$ cat src/verilog/cab_pkg.sv
// cab_pkg: shared types and constants for the accumulator / bit-operation datapath.
// assumes a 32-bit apb slave with word aligned registers and a 128-entry file space.
package cab_pkg;

    // apb register byte offsets
    localparam logic [7:0] OFS_ACC = 8'h00;
    localparam logic [7:0] OFS_FLAGS = 8'h04;
    localparam logic [7:0] OFS_CTRL = 8'h08;
    localparam logic [7:0] OFS_STATE = 8'h0C;

    // reset values
    localparam logic [7:0] ACC_RST = 8'h00;
    localparam logic [2:0] FLAGS_RST = 3'h0;
    localparam logic CTRL_RUN_RST = 1'b1;

    // field positions
    localparam int FLG_CARRY_POS = 0;
    localparam int FLG_NIBBLE_POS = 1;
    localparam int FLG_NULL_POS = 2;
    localparam int CTRL_RUN_POS = 0;
    localparam int STATE_DISCARD_POS = 0;
    localparam int STATE_RUN_POS = 1;

    // widths
    localparam int DATA_W = 8;
    localparam int ADDR_W = 7;
    localparam int POS_W = 3;

    // operations covered by this datapath
    typedef enum logic [3:0] {
        OP_NOP = 4'b0000,
        OP_IMM_SUM = 4'b0001,
        OP_IMM_MASK = 4'b0010,
        OP_REG_SUM = 4'b0011,
        OP_REG_MASK = 4'b0100,
        OP_POS_CLEAR = 4'b0101,
        OP_POS_SET = 4'b0110,
        OP_TEST_SKIP_HIGH = 4'b0111,
        OP_REG_WIPE = 4'b1000
    } cab_op_t;

    // decoded instruction from the sequencer
    typedef struct packed {
        cab_op_t op;
        logic [DATA_W-1:0] immediate_value;
        logic [ADDR_W-1:0] operand_register_number;
        logic [POS_W-1:0] position_index;
        logic result_target_bit;
    } cab_instr_t;

    // status flags
    typedef struct packed {
        logic null_result_flag;
        logic nibble_overflow_bit;
        logic arith_overflow_bit;
    } cab_flags_t;

    // execution states
    typedef enum logic [0:0] {
        ST_RUN = 1'b0,
        ST_DISCARD = 1'b1
    } cab_state_t;

endpackage

$ cat src/verilog/cab_alu.sv
// cab_alu: purely combinational result and flag generation for one operation.
// assumes operands are already selected and any file write-forwarding is done.
`timescale 1ns/100ps
`default_nettype none
module cab_alu (
    input wire cab_pkg::cab_op_t op,
    input wire logic [cab_pkg::DATA_W-1:0] acc,
    input wire logic [cab_pkg::DATA_W-1:0] opnd,
    input wire logic [cab_pkg::POS_W-1:0] pos,
    output logic [cab_pkg::DATA_W-1:0] result,
    output var cab_pkg::cab_flags_t flags,
    output logic bit_hit
);
    logic [cab_pkg::DATA_W:0] sum;
    logic [4:0] low_sum;
    logic [cab_pkg::DATA_W-1:0] onehot;

    // adder with separate low nibble for the half carry
    always_comb begin
        sum = {1'b0, acc} + {1'b0, opnd};
        low_sum = {1'b0, acc[3:0]} + {1'b0, opnd[3:0]};
        onehot = cab_pkg::DATA_W'(1) << pos;
        bit_hit = opnd[pos];
        flags.arith_overflow_bit = sum[cab_pkg::DATA_W];
        flags.nibble_overflow_bit = low_sum[4];
        case (op)
            cab_pkg::OP_IMM_SUM, cab_pkg::OP_REG_SUM: begin
                result = sum[cab_pkg::DATA_W-1:0];
            end
            cab_pkg::OP_IMM_MASK, cab_pkg::OP_REG_MASK: begin
                result = acc & opnd;
            end
            cab_pkg::OP_POS_CLEAR: begin
                result = opnd & ~onehot;
            end
            cab_pkg::OP_POS_SET: begin
                result = opnd | onehot;
            end
            default: begin
                result = '0; // wipe and the rest
            end
        endcase
        flags.null_result_flag = (result == '0);
    end
endmodule // cab_alu
`default_nettype wire

$ cat src/verilog/cab_core.sv
// cab_core: accumulator datapath for sums, masks, bit clear/set, bit test skip and wipe.
// assumes fr_rdata is the file register at fr_addr in the same cycle (same clock logic),
// and the sequencer holds issue_valid/issue until issue_ready.
//
// How it works
// [RULE1] immediate sum into accumulator, all three flags
// [RULE2] immediate mask into accumulator, null flag only
// [RULE3] accumulator plus file register, all three flags
// [RULE4] accumulator mask file register, null flag only
// [RULE5] target bit picks accumulator or file
// [RULE6] position clear zeroes one bit, flags kept
// [RULE7] position set raises one bit, flags kept
// [RULE8] tested bit high: discard next, two periods
// [RULE9] tested bit low: next runs, flags kept
// [RULE10] wipe writes zero, null flag set
// [RULE11] taken test spends a no-operation period
// [RULE12] three-bit position, seven-bit file address
// [RULE13] one period per instruction, commit at end
// [RULE14] null on zero, carries from bits 7, 3
`timescale 1ns/100ps
`default_nettype none
module cab_core (
    input wire logic pclk,
    input wire logic presetn,
    input wire logic psel,
    input wire logic penable,
    input wire logic pwrite,
    input wire logic [7:0] paddr,
    input wire logic [31:0] pwdata,
    output logic [31:0] prdata,
    output logic pready,
    output logic pslverr,
    input wire logic issue_valid,
    input wire cab_pkg::cab_instr_t issue,
    output logic issue_ready,
    output logic skip_taken,
    output logic [cab_pkg::ADDR_W-1:0] fr_addr,
    input wire logic [cab_pkg::DATA_W-1:0] fr_rdata,
    output logic fr_we,
    output logic [cab_pkg::ADDR_W-1:0] fr_waddr,
    output logic [cab_pkg::DATA_W-1:0] fr_wdata,
    output logic [cab_pkg::DATA_W-1:0] acc_out
);
    logic [cab_pkg::DATA_W-1:0] acc_q, acc_d;
    cab_pkg::cab_flags_t flags_q, flags_d;
    cab_pkg::cab_state_t st_q, st_d;
    logic run_q, run_d;
    logic skip_q, skip_d;
    logic we_q, we_d;
    logic [cab_pkg::ADDR_W-1:0] waddr_q, waddr_d;
    logic [cab_pkg::DATA_W-1:0] wdata_q, wdata_d;
    logic [31:0] rdata_q, rdata_d;
    logic err_q, err_d;
    logic fire, executing;
    logic [cab_pkg::DATA_W-1:0] fr_val, opnd, alu_res;
    cab_pkg::cab_flags_t alu_flags;
    logic bit_hit;
    logic apb_setup, mapped;

    // the read port follows the offered instruction
    // [RULE12] seven-bit file address
    assign fr_addr = issue.operand_register_number;
    assign fire = issue_valid && issue_ready;
    assign executing = fire && (st_q == cab_pkg::ST_RUN);

    // forward a write still in flight, else back-to-back ops on one address read stale data
    always_comb begin
        if (we_q && (waddr_q == issue.operand_register_number)) begin
            fr_val = wdata_q;
        end else begin
            fr_val = fr_rdata;
        end
        if ((issue.op == cab_pkg::OP_IMM_SUM) || (issue.op == cab_pkg::OP_IMM_MASK)) begin
            opnd = issue.immediate_value;
        end else begin
            opnd = fr_val;
        end
    end

    cab_alu u_alu (
        .op(issue.op),
        .acc(acc_q),
        .opnd(opnd),
        .pos(issue.position_index),
        .result(alu_res),
        .flags(alu_flags),
        .bit_hit(bit_hit)
    );

    // handshake and visible outputs
    assign issue_ready = run_q;
    assign skip_taken = skip_q;
    assign fr_we = we_q;
    assign fr_waddr = waddr_q;
    assign fr_wdata = wdata_q;
    assign acc_out = acc_q;
    assign pready = 1'b1; // zero wait states
    assign prdata = rdata_q;
    assign pslverr = err_q;

    // apb decode; read data is registered at setup so it stands in the access phase
    assign apb_setup = psel && !penable;
    assign mapped = (paddr == cab_pkg::OFS_ACC) || (paddr == cab_pkg::OFS_FLAGS) ||
                    (paddr == cab_pkg::OFS_CTRL) || (paddr == cab_pkg::OFS_STATE);

    // next state: apb writes first, a committing instruction overrides them
    always_comb begin
        acc_d = acc_q;
        flags_d = flags_q;
        st_d = st_q;
        run_d = run_q;
        skip_d = 1'b0;
        we_d = 1'b0;
        waddr_d = waddr_q;
        wdata_d = wdata_q;
        rdata_d = rdata_q;
        err_d = err_q;
        if (apb_setup) begin
            err_d = !mapped;
            rdata_d = '0;
            case (paddr)
                cab_pkg::OFS_ACC: rdata_d[cab_pkg::DATA_W-1:0] = acc_q;
                cab_pkg::OFS_FLAGS: rdata_d[cab_pkg::FLG_NULL_POS:cab_pkg::FLG_CARRY_POS] = flags_q;
                cab_pkg::OFS_CTRL: rdata_d[cab_pkg::CTRL_RUN_POS] = run_q;
                cab_pkg::OFS_STATE: begin
                    rdata_d[cab_pkg::STATE_DISCARD_POS] = (st_q == cab_pkg::ST_DISCARD);
                    rdata_d[cab_pkg::STATE_RUN_POS] = run_q;
                end
                default: rdata_d = '0;
            endcase
        end
        if (psel && penable && pwrite && mapped) begin
            case (paddr)
                cab_pkg::OFS_ACC: acc_d = pwdata[cab_pkg::DATA_W-1:0];
                cab_pkg::OFS_FLAGS: flags_d = pwdata[cab_pkg::FLG_NULL_POS:cab_pkg::FLG_CARRY_POS];
                cab_pkg::OFS_CTRL: run_d = pwdata[cab_pkg::CTRL_RUN_POS];
                default: acc_d = acc_q;
            endcase
        end
        if (fire && (st_q == cab_pkg::ST_DISCARD)) begin
            // [RULE11] discarded slot runs as no-operation
            st_d = cab_pkg::ST_RUN;
        end else if (executing) begin
            // [RULE13] commit at end of period
            case (issue.op)
                cab_pkg::OP_IMM_SUM: begin
                    // [RULE1] sum into accumulator
                    acc_d = alu_res;
                    flags_d = alu_flags;
                end
                cab_pkg::OP_IMM_MASK: begin
                    // [RULE2] mask, null flag only
                    acc_d = alu_res;
                    flags_d.null_result_flag = alu_flags.null_result_flag;
                end
                cab_pkg::OP_REG_SUM, cab_pkg::OP_REG_MASK: begin
                    // [RULE3] [RULE4] [RULE14] flags by operation
                    flags_d.null_result_flag = alu_flags.null_result_flag;
                    if (issue.op == cab_pkg::OP_REG_SUM) begin
                        flags_d = alu_flags;
                    end
                    // [RULE5] target bit selects destination
                    if (issue.result_target_bit) begin
                        we_d = 1'b1;
                        waddr_d = issue.operand_register_number;
                        wdata_d = alu_res;
                    end else begin
                        acc_d = alu_res;
                    end
                end
                cab_pkg::OP_POS_CLEAR, cab_pkg::OP_POS_SET: begin
                    // [RULE6] [RULE7] single bit rewrite
                    we_d = 1'b1;
                    waddr_d = issue.operand_register_number;
                    wdata_d = alu_res;
                end
                cab_pkg::OP_TEST_SKIP_HIGH: begin
                    // [RULE8] [RULE9] skip only when bit high
                    if (bit_hit) begin
                        st_d = cab_pkg::ST_DISCARD;
                        skip_d = 1'b1;
                    end
                end
                cab_pkg::OP_REG_WIPE: begin
                    // [RULE10] zero and null flag
                    we_d = 1'b1;
                    waddr_d = issue.operand_register_number;
                    wdata_d = '0;
                    flags_d.null_result_flag = 1'b1;
                end
                default: st_d = st_q;
            endcase
        end
    end

    // state registers
    always_ff @(posedge pclk or negedge presetn) begin
        if (!presetn) begin
            acc_q <= cab_pkg::ACC_RST;
            flags_q <= cab_pkg::FLAGS_RST;
            st_q <= cab_pkg::ST_RUN;
            run_q <= cab_pkg::CTRL_RUN_RST;
            skip_q <= 1'b0;
            we_q <= 1'b0;
            waddr_q <= '0;
            wdata_q <= '0;
            rdata_q <= '0;
            err_q <= 1'b0;
        end else begin
            acc_q <= acc_d;
            flags_q <= flags_d;
            st_q <= st_d;
            run_q <= run_d;
            skip_q <= skip_d;
            we_q <= we_d;
            waddr_q <= waddr_d;
            wdata_q <= wdata_d;
            rdata_q <= rdata_d;
            err_q <= err_d;
        end
    end
endmodule // cab_core
`default_nettype wire

$ cat config.mk
export PLATFORM = sky130hd
export DESIGN_NAME = cab_core
export DESIGN_NICKNAME = d
export VERILOG_FILES = /design/src/verilog/cab_pkg.sv /design/src/verilog/cab_alu.sv /design/src/verilog/cab_core.sv
export SDC_FILE = /design/constraint.sdc
export NUM_CORES = 1
export LEC_CHECK = 0
export ABC_AREA = 1
export ABC_CLOCK_PERIOD_IN_PS = 3330
export CAP_MARGIN = 20
export CORE_MARGIN = 8
export CORE_UTILIZATION = 50
export DETAILED_ROUTE_END_ITERATION = 8
export DONT_BUFFER_PORTS = 1
export GPL_TIMING_DRIVEN = 0
export PLACE_DENSITY = 0.76
export SLEW_MARGIN = 20
export SYNTH_ARGS = -nofsm -noshare
export SYNTH_HDL_FRONTEND = slang
export SYNTH_HIERARCHICAL = 1
export SYNTH_SLANG_ARGS = --single-unit
$ cat constraint.sdc
create_clock -name pclk -period 3.33 [get_ports pclk]
set_input_delay 0.1665 -clock pclk [delete_from_list [all_inputs] [get_ports pclk]]
set_output_delay 0.1665 -clock pclk [all_outputs]
set_load 0.01 [all_outputs]
==> Word-level counts from Yosys, hierarchy flattened <==
Cells that the tools add are included.
{ "classes": {"add_sub_neg": 2, "magnitude_cmp": 1, "eq_ne": 13, "shift": 1, "n_mux": 38, "bitwise": 6, "reduce_logical": 31} }
{ "op_table": {"columns": ["op", "n"], "rows": [
  ["8-bit two-way mux", 8],
  ["8-bit one-hot mux with 4 select lines", 1],
  ["8-bit one-hot mux with 3 select lines", 1],
  ["8-bit bitwise AND", 2],
  ["4-bit by 3-bit equality test with 1-bit output (second input constant)", 4],
  ["8-bit by 4-bit equality test with 1-bit output (second input constant)", 2],
  ["8-bit logical NOT", 2],
  ["8-bit one-hot mux with 2 select lines", 1],
  ["7-bit one-hot mux with 2 select lines", 1],
  ["1-bit two-way mux", 12],
  ["3-bit two-way mux", 4],
  ["2-bit OR reduction", 5],
  ["8-bit by 8-bit adder with 9-bit output", 1],
  ["4-bit by 2-bit equality test with 1-bit output (second input constant)", 2],
  ["8-bit by 3-bit equality test with 1-bit output (second input constant)", 1],
  ["1-bit logical AND", 8],
  ["8-bit inverter", 1],
  ["8-bit bitwise OR", 1],
  ["4-bit AND reduction", 2],
  ["2-bit nonzero test", 4],
  ["1-bit by 3-bit << shifter with 8-bit output (first input constant)", 1],
  ["7-bit equality test", 1],
  ["7-bit two-way mux", 1],
  ["1-bit one-hot mux with 3 select lines", 2],
  ["18 further kinds", 24]
]} }
{ "totals": {"register_bits": 39} }

==> Logic depth before layout (Yosys ltp) <==
{ "logic_depth": {"word_depth": 10, "mapped_depth": 25, "ltp_nobuf": 25} }

==> Hierarchy <==
Netlist, hierarchy kept.
{ "by_module_without_submodules": {"columns": ["mod", "instances", "cells_each", "area_per_inst_um2", "seq_area_each_um2"], "rows": [
  ["cab_core", 1, 403, 2683.8, 977.2],
  ["cab_alu", 1, 185, 877.1, 0.0]
]} }

==> Worst setup path before layout <==
No wires, ideal clock.
{ "synth_timing": {"kind": "reg-to-reg", "start": "register waddr_q (netlist bit fr_waddr[4])", "end": "register flags_q[2] (netlist name)", "arrival_time_ns": 2.724, "t_required_ns": 3.261, "path_slack_ns": 0.538, "stages_incl_launch_ff": 22, "n_path_buf": 0, "period_less_slack_ns": 2.792, "cell_sequence": "dfrtp_1 -> xnor2_1 -> nand2_1 -> nor2_2 -> nand2_1 -> nand2_1 -> nand3_1 -> nand2_1 -> ha_1 -> inv_1 -> fa_1 -> inv_1 -> nand3_1 -> nand2_1 -> nand2_1 -> nand3_1 -> nand3_1 -> nor2_1 -> nand2_1 -> nor2_1 -> nand3_1 -> nand3_1"} }
{ "synth_rtl": {"columns": ["element", "line_no", "text"], "rows": [
  ["from (decl)", "cab_core.sv:50", "logic [cab_pkg::ADDR_W-1:0] waddr_q, waddr_d;"],
  ["from (signal assigned)", "cab_core.sv:216", "waddr_q <= waddr_d;"],
  ["to (signal assigned)", "cab_core.sv:200", "flags_q <= cab_pkg::FLAGS_RST;"],
  ["to (signal assigned)", "cab_core.sv:211", "flags_q <= flags_d;"],
  ["to (decl)", "cab_core.sv:45", "cab_pkg::cab_flags_t flags_q, flags_d;"]
]} }

==> results.ini <==
[setup_path]
cp-end-kind=flip-flop
crit_path_top_delay_cell=dfrtp_1
slowest_delay_ps=440
path_cells=nand2_1, nand2_1, inv_1, nand2_1, nor2_4, nand2_4, nand2_1, nand3_1, nand2_2, ha_2, inv_1, fa_1, inv_1, nand3_1, nand2_2, nand2_1, nand3_1, nand3_2, nor2_1, nand2_1, nor2_1, nand3_1, nand3_1
cp.required_ps=3570
crit_family=simple AND/OR/NAND/NOR gates
cp.arrival_ps=3250
critPathMaxFanout=8
crit_type=flip-flop to flip-flop
crit_buf_inv=3
start_kind=flip-flop
cpMostUsedCell=nand2_1

[routing]
vias=3574
drc=0
ant_nets=0
viasPerCell=4.96
wirelength_mm=9.99
dr.pass1.iters=5
drt_iter0_markers=212
wire_per_inst_um=13.9

[synthesis]
synth_seq_cells=39
ys_seq_area_share_pct=27.4
ys_types=37
syn-instance-count=588
yosys.area.top_type=dfrtp_1
synthTopCellsByCount=nand2_1 (201), inv_1 (90), nand3_1 (84), nor2_1 (55), dfrtp_1 (38)
synth.most_common_cell=nand2_1
avgSynthCellArea_sq_um=6.06
synth_edf_count=0
synth.area.top_cells=dfrtp_1 (27%), nand2_1 (21%), nand3_1 (12%)
synth_area_sq_mm=0.00356
ys.flop_type=dfrtp_1
async_flop_share_pct=100
yosysTopAreaCellShare_pct=26.7
synth_warnings=6

[sta]
drv_slew=0
relSlewSlack_pct=37.7
worst_pin_slew_ps=928
skew_ps=14.8
setup_viol=0
finalCritPeriodShare_pct=90.5
hold_viol=0
fmax_mhz=332
fin_crit_ps=3010
fin_ws_ps=316
rsz0062_at_grt=false

[clock_network]
cts_buffers=5
cts_root_buf=clkbuf_8
worstSkewPairLatency_ps=310
clock_sinks=39
cts_tree=yes
h-tree-depth=2
clk_path_buf_depth=2
clkSlewWorstSetupHoldPaths_ps=90

[power]
netSwitchingPower_uw=340
ir_worst_vdd_mv=0.268
p_comb_share_pct=20.5
switching_share_pct=29.5
pwr-share-seq_pct=43.1
p_int_uw=812
power_density_mw_per_mm2=290
p_clk_share_pct=36.4
p_leak_nw=2.36

[placed_design]
place_area_sq_mm=0.00377
place_congestion=0.927
dp_hpwl_mm=8.16
port_buffers=0
dp_slack_ps=-67.1

[die]
io_pins=144
die_area_sq_mm=0.0101
rows=30
coreArea_sq_mm=0.00683
fp.dieH_um=100
die_w_um=100
start_util_pct=52.1

[run_status]
status=finished, final reports clean

[global_route]
grt_pass1_wl_mm=15.9
grt_overflow=0
grt.total_usage_pct=19.6
grt_max_degree=40
antenna_found_initial=0
grt_pass1_vias=3391

[cells_and_area]
drive_above_1_share_pct=13.4
finalNetCount=710
final_cell_area_sq_mm=0.00398
diodes=0
areaGrowthSynthToFinish_pct=11.7

[run]
drv_cap=0

[worst_hold_path]
hold_path_class=primary input to flip-flop

-- registers in the layout (all words and copies together) (netlist names) --
signal / flops
st_q: 1
fr_we: 1
acc_out: 8
fr_waddr: 7
skip_taken: 1
flags_q: 3
issue_ready: 1
fr_wdata: 8
prdata: 8
pslverr: 1
-- what timing repair did --
| action | in CTS | in global routing |
|---|---|---|
| setup endpoints to repair | 1 | 8 |
| hold buffers | 2 | 0 |
| gates resized for setup | 2 | 9 |
| buffers inserted | 0 | 4 |
| gates cloned | 0 | 0 |
| hold endpoints to repair | 39 | 0 |
| pin swaps | 0 | 2 |
-- cell type report --
cell class | count | area (sq um)
Fill cell | 687 | 2850
Multi-Input combinational cell | 437 | 2040
Sequential cell | 39 | 981
Inverter | 94 | 353
Buffer | 41 | 308
Tap cell | 96 | 120
Clock buffer | 6 | 82.6
Timing Repair Buffer | 6 | 60.1
Clock inverter | 2 | 35.0
-- cells by family after synthesis --
family                     synth area share, %
DFF                                       27.4
and+or+nand+nor                           44.0
other                                    0.211
buffers and inverters                     18.6
xor gates and xnor gates                 0.492
AOI/OAI and AO/OA                         5.94
adders and majority gates                 3.37
-- path summary, 6_finish.rpt --
check	start	end	slack (ps)	cells past startpoint
min reg2reg	st_q	st_q	550	2
max in group asynchronous	presetn	issue_ready	2740	2
max reg2reg	fr_waddr[0]	flags_q[2]	320	23
min in group asynchronous	presetn	acc_out[0]	320	2
min	issue[10]	fr_waddr[6]	10	2
max	fr_waddr[0]	flags_q[2]	320	23
-- cell usage in the layout, fill, tap and decap left out, types with 3 or more instances in the layout --
cell      netlist  layout
nand2_1       201     198
inv_1          90      90
nand3_1        84      83
nor2_1         55      55
buf_4          36      40
dfrtp_1        38      35
conb_1          2      25
o21ai_0        15      15
a21oi_1        12      12
ha_1            8       7
clkbuf_8        0       6
nand2_2         2       4
nor2_2          6       4
nand2_4         3       4
nand4_1         4       4
inv_2           3       3
nor2_4          1       3
buf_2           3       3
nor3_1          3       3
dfrtp_2         0       3
-- metrics by stage --
step                      hold slack, ps  TNS (ps)  power, mW  std cells  utilization [%]
after floorplan                     -129         0      0.684        611                -
after global placement              -128     -33.7      0.719        707             55.1
after detailed placement            -128     -67.1      0.723        707             55.1
after CTS                           4.45         0       1.15        717             57.5
after global routing                10.9         0       1.20        721             58.2
final                               10.0         0       1.15        721             58.2
-- power groups by stage --
stage          combinational [mW]  clock [mW]  sequential [mW]
2_1_floorplan               0.182           0            0.502
3_3_place_gp                0.212           0            0.506
3_5_place_dp                0.216           0            0.506
4_1_cts                     0.232       0.423            0.497
5_1_grt                     0.266       0.437            0.498
6_report                    0.236       0.419            0.497
-- routing by layer --
metal | global-route usage (%) | vias up | share of wire [%]
li1 | - | 1831 | -
met1 | 22.8 | 1633 | 43
met2 | 34.1 | 104 | 48
met3 | 5.26 | 6 | 8.2
met4 | 5.81 | 0 | 1.0
met5 | 0 | - | 0
(Power assumes the default switching activity.)
